File: config.mk
export PLATFORM = sky130hd
export DESIGN_NAME = sar_adc_blank_convert_control
export DESIGN_NICKNAME = d
export VERILOG_FILES = /design/src/rtl/sar_ctrl_pkg.sv /design/src/rtl/pin_sync.sv /design/src/rtl/sar_adc_blank_convert_control.sv
export SDC_FILE = /design/constraint.sdc
export NUM_CORES = 1
export LEC_CHECK = 0
export BUFFER_PORTS_ARGS = -buffer_cell sky130_fd_sc_hd__buf_4
export CELL_PAD_IN_SITES_DETAIL_PLACEMENT = 0
export CELL_PAD_IN_SITES_GLOBAL_PLACEMENT = 1
export CORE_ASPECT_RATIO = 1.75
export CORE_MARGIN = 8
export CORE_UTILIZATION = 30
export CTS_BUF_LIST = sky130_fd_sc_hd__clkbuf_8
export CTS_CLUSTER_DIAMETER = 60
export CTS_CLUSTER_SIZE = 10
export DETAILED_ROUTE_END_ITERATION = 10
export GPL_ROUTABILITY_DRIVEN = 0
export PLACE_DENSITY = 0.66
export SYNTH_ARGS = -nofsm -noshare
export SYNTH_HDL_FRONTEND = slang
export SYNTH_HIERARCHICAL = 1
export SYNTH_SLANG_ARGS = --single-unit
File: constraint.sdc
create_clock -name ref_clk -period 4.3 [get_ports ref_clk]
set_input_delay 0.215 -clock ref_clk [delete_from_list [all_inputs] [get_ports ref_clk]]
set_output_delay 0.215 -clock ref_clk [all_outputs]
set_load 0.02 [all_outputs]
File: src/rtl/sar_ctrl_pkg.sv
// Shared constants, timing counts, state codes and pin carriers for the
// blank/convert controller of a 10-bit successive approximation converter.
// Assumes a single 100 MHz clock drives every user of this package.
package sar_ctrl_pkg;

    // Result width and counter sizing
    localparam int RESULT_W = 10;
    localparam int BIT_IDX_W = 4;
    localparam int CNT_W = 10;

    // Clock period of ref_clk
    localparam int CLK_PERIOD_NS = 10;

    // Whole conversion budget, shared evenly among the result bits
    localparam int CONV_MAX_NS = 40000;
    localparam int STEP_NS = CONV_MAX_NS / RESULT_W;
    localparam int STEP_CYC = STEP_NS / CLK_PERIOD_NS;

    // Longest wait from result-valid low to data enabled (round down)
    localparam int DATA_EN_NS = 500;
    localparam int DATA_EN_CYC = (DATA_EN_NS / CLK_PERIOD_NS < 1) ? 1 :
                                 DATA_EN_NS / CLK_PERIOD_NS;

    // Delay from line high to blanking of a shown result
    localparam int BLANK_DELAY_NS = 1500;
    localparam int BLANK_CYC = BLANK_DELAY_NS / CLK_PERIOD_NS;

    // Least high pulse that clears a conversion in progress (round up)
    localparam int ABORT_PULSE_NS = 2000;
    localparam int ABORT_CYC = (ABORT_PULSE_NS + CLK_PERIOD_NS - 1) / CLK_PERIOD_NS;

    // Controller states, one-hot
    typedef enum logic [5:0] {
        ST_STANDBY  = 6'h01,
        ST_CONVERT  = 6'h02,
        ST_HALTED   = 6'h04,
        ST_REVEAL   = 6'h08,
        ST_SHOW     = 6'h10,
        ST_BLANKING = 6'h20
    } conv_state_t;

    // Three-state result bus: value plus active-low output enable
    typedef struct packed {
        logic [RESULT_W-1:0] value;
        logic oe_n;
    } data_bus_t;

    // Open-drain pin: driven level plus active-low output enable
    typedef struct packed {
        logic level;
        logic oe_n;
    } od_pin_t;

endpackage

File: src/rtl/pin_sync.sv
// Two-flop synchroniser for one asynchronous pin level.
// Assumes the pin is a level; the first flop feeds only the second.
`timescale 1ns/1ps
module pin_sync (
    input wire logic ref_clk,
    input wire logic rst,
    input wire logic clk_en,
    input wire logic pin_in,
    output logic level_out
);

    logic meta_reg;

    // First stage is read by the second stage only, to contain metastability
    always_ff @(posedge ref_clk or posedge rst) begin
        if (rst) begin
            meta_reg <= 1'b1;
            level_out <= 1'b1;
        end else if (clk_en) begin
            meta_reg <= pin_in;
            level_out <= meta_reg;
        end
    end

endmodule

File: src/rtl/sar_adc_blank_convert_control.sv
// Blank/convert sequencing and successive approximation register for a
// 10-bit converter with three-state data outputs and open-drain ready.
// Assumes blank_convert_n and comp_above arrive asynchronously from pins,
// and that the board pulls result_valid_n high when nobody drives it.
`timescale 1ns/1ps
// Contract
// [RULE_01] Line high: outputs open, result-valid high
// [RULE_02] Falling line starts conversion, outputs unchanged
// [RULE_03] Done: valid low, data on within 500ns
// [RULE_04] Line high 1.5us: valid high, outputs open
// [RULE_05] Host holds line high 2us to restart
// [RULE_06] Line high mid-conversion halts, outputs unchanged
// [RULE_07] High pulse 2us clears, fall restarts conversion
// [RULE_08] Pulse mode: line low, positive start pulses
// [RULE_09] Shared bus: select low, wait, read, raise
// [RULE_10] Overlapped converters: blank first within 15us
// [RULE_11] Sample-hold held by line and valid feedback
// [RULE_12] Host start pulse ends when valid rises
// [RULE_13] Line low after completion keeps result driven
// [RULE_14] Host reads result as left-justified bytes
// [RULE_15] Host polls buffered result-valid copy
// [RULE_16] Result-valid is open-drain, wire-OR capable
// [RULE_17] Only one converter drives shared data
// [RULE_18] Successive approximation, MSB first, present after LSB
module sar_adc_blank_convert_control
    import sar_ctrl_pkg::*;
#(
    parameter int STEP_CYCLES = STEP_CYC,
    parameter int DATA_EN_CYCLES = DATA_EN_CYC,
    parameter int BLANK_CYCLES = BLANK_CYC,
    parameter int ABORT_CYCLES = ABORT_CYC
) (
    input wire logic ref_clk,
    input wire logic rst,
    input wire logic clk_en,
    input wire logic blank_convert_n,
    input wire logic comp_above,
    output logic [RESULT_W-1:0] dac_code,
    output data_bus_t data_bus,
    output od_pin_t result_valid_n
);

    // Counters are CNT_W wide; refuse settings that would not fit. A step needs
    // four cycles: one to the DAC register, two through the comparator
    // synchroniser and one to decide, so anything shorter decides on stale data.
    if (STEP_CYCLES < 4 || STEP_CYCLES >= (1 << CNT_W)) begin : g_step_chk
        $error("STEP_CYCLES out of range");
    end
    if (DATA_EN_CYCLES < 1 || DATA_EN_CYCLES >= (1 << CNT_W)) begin : g_data_en_chk
        $error("DATA_EN_CYCLES out of range");
    end
    if (BLANK_CYCLES < 1 || BLANK_CYCLES >= (1 << CNT_W)) begin : g_blank_chk
        $error("BLANK_CYCLES out of range");
    end
    if (ABORT_CYCLES < 1 || ABORT_CYCLES >= (1 << CNT_W)) begin : g_abort_chk
        $error("ABORT_CYCLES out of range");
    end

    localparam logic [CNT_W-1:0] STEP_LAST = CNT_W'(STEP_CYCLES - 1);
    localparam logic [CNT_W-1:0] DATA_EN_LAST = CNT_W'(DATA_EN_CYCLES - 1);
    localparam logic [CNT_W-1:0] BLANK_LAST = CNT_W'(BLANK_CYCLES - 1);
    localparam logic [CNT_W-1:0] ABORT_LAST = CNT_W'(ABORT_CYCLES - 1);
    localparam logic [BIT_IDX_W-1:0] MSB_IDX = BIT_IDX_W'(RESULT_W - 1);

    conv_state_t state_reg;
    logic [CNT_W-1:0] timer_reg;
    logic [CNT_W-1:0] step_reg;
    logic [BIT_IDX_W-1:0] bit_idx_reg;
    logic [RESULT_W-1:0] code_reg;
    logic complete_reg;
    logic line_high;
    logic line_prev_reg;
    logic comp_level;
    logic line_fall;
    logic start_fresh;
    logic step_end;

    // Both pins cross into ref_clk through two flops before any use
    pin_sync u_sync_line (
        .ref_clk(ref_clk),
        .rst(rst),
        .clk_en(clk_en),
        .pin_in(blank_convert_n),
        .level_out(line_high)
    );

    pin_sync u_sync_comp (
        .ref_clk(ref_clk),
        .rst(rst),
        .clk_en(clk_en),
        .pin_in(comp_above),
        .level_out(comp_level)
    );

    // Previous synchronised line level, for edge detection
    always_ff @(posedge ref_clk or posedge rst) begin
        if (rst) begin
            line_prev_reg <= 1'b1;
        end else if (clk_en) begin
            line_prev_reg <= line_high;
        end
    end

    // Edge and step decode
    assign line_fall = line_prev_reg && !line_high;
    assign start_fresh = (state_reg == ST_STANDBY) && line_fall;
    assign step_end = (state_reg == ST_CONVERT) && !line_high && !complete_reg &&
                      (step_reg == STEP_LAST);

    // Sequencing of standby, conversion, halt, reveal, show and blanking
    always_ff @(posedge ref_clk or posedge rst) begin
        if (rst) begin
            state_reg <= ST_STANDBY;
            timer_reg <= '0;
        end else if (clk_en) begin
            case (state_reg)
                ST_STANDBY: begin
                    timer_reg <= '0;
                    if (line_fall) begin
                        state_reg <= ST_CONVERT; // [RULE_02]
                    end
                end
                ST_CONVERT: begin
                    timer_reg <= '0;
                    if (line_high) begin
                        state_reg <= ST_HALTED; // [RULE_06]
                    end else if (complete_reg) begin
                        state_reg <= ST_REVEAL; // [RULE_03]
                    end
                end
                ST_HALTED: begin
                    // A short pulse only pauses; a long one abandons the work
                    if (!line_high) begin
                        state_reg <= ST_CONVERT; // [RULE_06]
                    end else if (timer_reg == ABORT_LAST) begin
                        state_reg <= ST_STANDBY; // [RULE_07]
                    end else begin
                        timer_reg <= timer_reg + 1'b1;
                    end
                end
                ST_REVEAL: begin
                    if (line_high) begin
                        state_reg <= ST_BLANKING;
                        timer_reg <= '0;
                    end else if (timer_reg == DATA_EN_LAST) begin
                        state_reg <= ST_SHOW; // [RULE_03]
                        timer_reg <= '0;
                    end else begin
                        timer_reg <= timer_reg + 1'b1;
                    end
                end
                ST_SHOW: begin
                    timer_reg <= '0;
                    if (line_high) begin
                        state_reg <= ST_BLANKING; // [RULE_04]
                    end
                end
                ST_BLANKING: begin
                    // Dropping the line early keeps the old result on show
                    if (!line_high) begin
                        state_reg <= ST_SHOW; // [RULE_13]
                        timer_reg <= '0;
                    end else if (timer_reg == BLANK_LAST) begin
                        state_reg <= ST_STANDBY; // [RULE_04]
                        timer_reg <= '0;
                    end else begin
                        timer_reg <= timer_reg + 1'b1;
                    end
                end
                default: begin
                    state_reg <= ST_STANDBY;
                    timer_reg <= '0;
                end
            endcase
        end
    end

    // Bit timer: frozen while halted so a short pulse resumes in place
    always_ff @(posedge ref_clk or posedge rst) begin
        if (rst) begin
            step_reg <= '0;
        end else if (clk_en) begin
            if (start_fresh || step_end) begin
                step_reg <= '0;
            end else if (state_reg == ST_CONVERT && !line_high && !complete_reg) begin
                step_reg <= step_reg + 1'b1;
            end
        end
    end

    // Successive approximation: trial bit set, comparator keeps or drops it
    always_ff @(posedge ref_clk or posedge rst) begin
        if (rst) begin
            code_reg <= '0;
            bit_idx_reg <= MSB_IDX;
            complete_reg <= 1'b0;
        end else if (clk_en) begin
            if (start_fresh) begin
                code_reg <= '0;
                code_reg[RESULT_W-1] <= 1'b1; // [RULE_18]
                bit_idx_reg <= MSB_IDX;
                complete_reg <= 1'b0; // [RULE_07]
            end else if (step_end) begin
                code_reg[bit_idx_reg] <= comp_level; // [RULE_18]
                if (bit_idx_reg == '0) begin
                    complete_reg <= 1'b1; // [RULE_18]
                end else begin
                    code_reg[bit_idx_reg - 1'b1] <= 1'b1;
                    bit_idx_reg <= bit_idx_reg - 1'b1;
                end
            end
        end
    end

    // Trial code toward the DAC
    always_ff @(posedge ref_clk or posedge rst) begin
        if (rst) begin
            dac_code <= '0;
        end else if (clk_en) begin
            dac_code <= code_reg;
        end
    end

    // Result pins: value loaded once the last bit has been decided; the enable
    // holds its level in every state but the deciding ones, which keeps the
    // pins untouched across halts and early line drops.
    always_ff @(posedge ref_clk or posedge rst) begin
        if (rst) begin
            data_bus.value <= '0;
            data_bus.oe_n <= 1'b1;
        end else if (clk_en) begin
            if (state_reg == ST_REVEAL) begin
                data_bus.value <= code_reg; // [RULE_18]
            end
            if (state_reg == ST_STANDBY) begin
                data_bus.oe_n <= 1'b1; // [RULE_01] [RULE_04]
            end else if (state_reg == ST_SHOW) begin
                data_bus.oe_n <= 1'b0; // [RULE_03] [RULE_13]
            end
        end
    end

    // Open-drain ready: only ever pulls low, the pull-up supplies the high level
    always_ff @(posedge ref_clk or posedge rst) begin
        if (rst) begin
            result_valid_n.level <= 1'b0;
            result_valid_n.oe_n <= 1'b1;
        end else if (clk_en) begin
            result_valid_n.level <= 1'b0; // [RULE_16]
            if (state_reg == ST_STANDBY) begin
                result_valid_n.oe_n <= 1'b1; // [RULE_01] [RULE_04]
            end else if (state_reg == ST_REVEAL) begin
                result_valid_n.oe_n <= 1'b0; // [RULE_03]
            end
        end
    end

endmodule

==> flow_summary.yaml <==
routing:
  vias_per_cell: 5.24
  drt_first_pass_iters: 5
  wl_per_cell_um: 15.9
  ant_nets: 0
  drtIter0Drc: 173
  drt-total-wl_um: 8980
  drc_errors: 0
  vias: 2961
sta:
  final_max_slew_viol_count: 0
  period_share_pct: 62.6
  rsz0062_at_grt: "no"
  fin_setup_tns_ns: 0
  slew_headroom_pct: 32.0
  setup_viol: 0
  hold_viol: 0
  min_period_ns: 2.69
  worst_pin_slew_ns: 1.02
  fmax_mhz: 371
  finClkSkew_ns: 0.00916
layout:
  utilization_pct: 35.1
  fillers: 1234
  fin_area_mm2: 0.00421
  area_delta_synth_final_pct: 13.9
  nets: 408
  num_antenna_cells: 0
  drive_gt1_share_pct: 22.8
  regMostFlops: "data_bus"
  largest_register_ffs: 11
placed_design:
  place_area_mm2: 0.00404
  numPortBuffers: 26
  dp_hpwl_um: 6410
clocking:
  cts_resized: 0
  cts-hold-fix-buffers: 1
  cts_num_sinks: 68
  clkLatencyLatePin_ns: 0.35
  post_cts_buffers: 0
  cts_tree: "built"
  cts_made_buffers: 9
  cts_root_buf: "clkbuf_8"
  clockBufferDepth: 2
  htreeDepth: 3
  clk_pin_slew_ns: 0.07
grt:
  grt_max_degree: 65
  grt_pass1_wl_um: 15000
  overflow: 0
  grt_pass1_vias: 2957
  antenna_found_initial: 0
  grt_usage_pct: 11.6
synth:
  async_flop_share_pct: 100
  netlist_area_mm2: 0.00370
  netlist_top_cells_count: "dfrtp_1 (58), nand2_1 (34), o21ai_0 (31)"
  yosysTopAreaCell: "dfrtp_1"
  synth_seq_cells: 68
  yosysMostFrequentCell: "dfrtp_1"
  synth-seq-area-share_pct: 46.3
  synthCells: 376
  synth.avg_cell_area_um2: 9.84
  synth_nets: 389
  synthTopCellsByArea: "dfrtp_1 (39%), mux2_2 (8.5%), dfstp_2 (7.1%)"
  synth_edf_count: 0
  yosys_warnings: 6
  synth_cell_types: 59
  synth-main-ff-cell: "dfrtp_1"
  yosysTopAreaCellShare_pct: 39.2
worst_setup_path:
  crit_arrival_ns: 2.94
  cp-start-kind: "flip-flop"
  critical_path_class: "reg -> reg"
  crit_family: "compound AO/OA/AOI/OAI gates"
  r2r_start: "state_reg[1]$_DFFE_PP0P_"
  crit_path_end: "timer_reg[4]$_DFFE_PP0P_"
  path_cells: "nor4_1 -> nand3b_1 -> o32ai_2 -> o21ai_0 -> o32ai_1"
  critPathBufInv: 0
  cp_num_cells: 5
  required_ns: 4.55
  rr_worst_depth: 5
  cp_slowest_cell: "o32ai_2"
  r2r-end: "timer_reg[4]$_DFFE_PP0P_"
  reg2reg_slack_ns: 1.61
  max_stage_delay_ns: 0.86
  startpoint: "state_reg[1]$_DFFE_PP0P_"
  worstSetupEndpointType: "flip-flop"
  critPathMaxFanout: 16
floorplan:
  dieArea_mm2: 0.0163
  rows: 53
  core_mm2: 0.0120
  fp.dieH_um: 163
  fp.dieW_um: 100
  start_util_pct: 30.8
  io-pin-count: 28
power:
  p_sw_w: 0.000803
  pwr-share-seq_pct: 42.3
  finalPower_w: 0.00205
  combPwrFrac_pct: 35.0
  ir_drop_uv: 132
  power.share.clock_pct: 22.6
  powerDensity_mw_per_mm2: 486
  leakagePower_nw: 1.80
  power.share.switching_pct: 39.2
  p_int_w: 0.00125
flow_run:
  maxCapViolCount: 0
hold_path:
  min_path_type: "in -> reg"
status:
  run_status: "completed"
[stage by stage]
step	std cells	setup WS [ns]	hold WS, ns
global placement	548	1.68	0.267
finish	565	1.61	0.102
global route	565	1.40	0.0885
CTS	565	1.68	0.0861
floorplan	376	2.01	0.127
detailed placement	548	1.70	0.270
[cell usage in the layout, fill, tap and decap left out, types with 4 or more instances in the layout]
master and n:
a21oi_1 13, a22o_1 5, a31oi_1 5, and3_1 7, buf_4 28, clkbuf_8 10
clkinv_2 4, dfrtp_1 58, dfstp_2 10, ha_1 8, inv_1 20, mux2_2 28
mux2i_1 4, nand2_1 34, nand3_1 9, nand3b_1 4, nor2_1 20, nor2b_1 5
nor3_1 11, nor4_1 7, o211ai_1 6, o21ai_0 31, o31ai_1 11
[layout make-up]
type	count	area [um^2]	share of cell area, %
multi-input cells	267	1830	43.4
clock buffers	10	138	3.27
inverters	20	75.1	1.78
well taps	165	206	4.90
flip-flops and latches	68	1710	40.7
clock inverters	6	31.3	0.742
repair buffers	29	220	5.23
[power groups by stage]
stage | registers, W | logic (W) | clock network (W)
final | 0.000867 | 0.000718 | 0.000463
after global routing | 0.000890 | 0.000801 | 0.000505
after CTS | 0.000867 | 0.000725 | 0.000479
after detailed placement | 0.000878 | 0.000723 | 0
after global placement | 0.000875 | 0.000711 | 0
after floorplan | 0.000843 | 0.000545 | 0
[kinds of logic (layout without fill, tap and decap cells)]
kind of cell	count (synthesis)	after routing	synth area share, %
AOI/OAI and AO/OA	108	108	20.3
xor gates and xnor gates	1	1	0.237
other	1	1	0.101
and+or+nand+nor	117	117	16.5
buffers and inverters	41	65	4.26
muxes	32	32	9.60
DFF	68	68	46.3
adders and majority gates	8	8	2.70
[worst min path at each step]
stage	startpoint	to	slack (ns)	cells after the start
finish	comp_above	u_sync_comp/meta_reg$_DFFE_PP1P_	0.10	2
CTS	comp_above	u_sync_comp/meta_reg$_DFFE_PP1P_	0.09	2
detailed placement	rst	u_sync_line/meta_reg$_DFFE_PP1P_	0.27	2
global placement	rst	u_sync_comp/meta_reg$_DFFE_PP1P_	0.27	2
global route	blank_convert_n	u_sync_line/meta_reg$_DFFE_PP1P_	0.09	2
floorplan	rst	u_sync_comp/level_out$_DFFE_PP1P_	0.13	1
[per-layer routing]
metal	share of wire (%)	GRT usage, %	wire (um)	vias to the layer above
li1	-	-	-	1429
met1	41	12.6	3680	1462
met2	55	20.6	4890	59
met3	2.5	2.44	221	11
met4	2.0	5.75	182	0
met5	0	0	0	-
(Power assumes the default switching activity.)
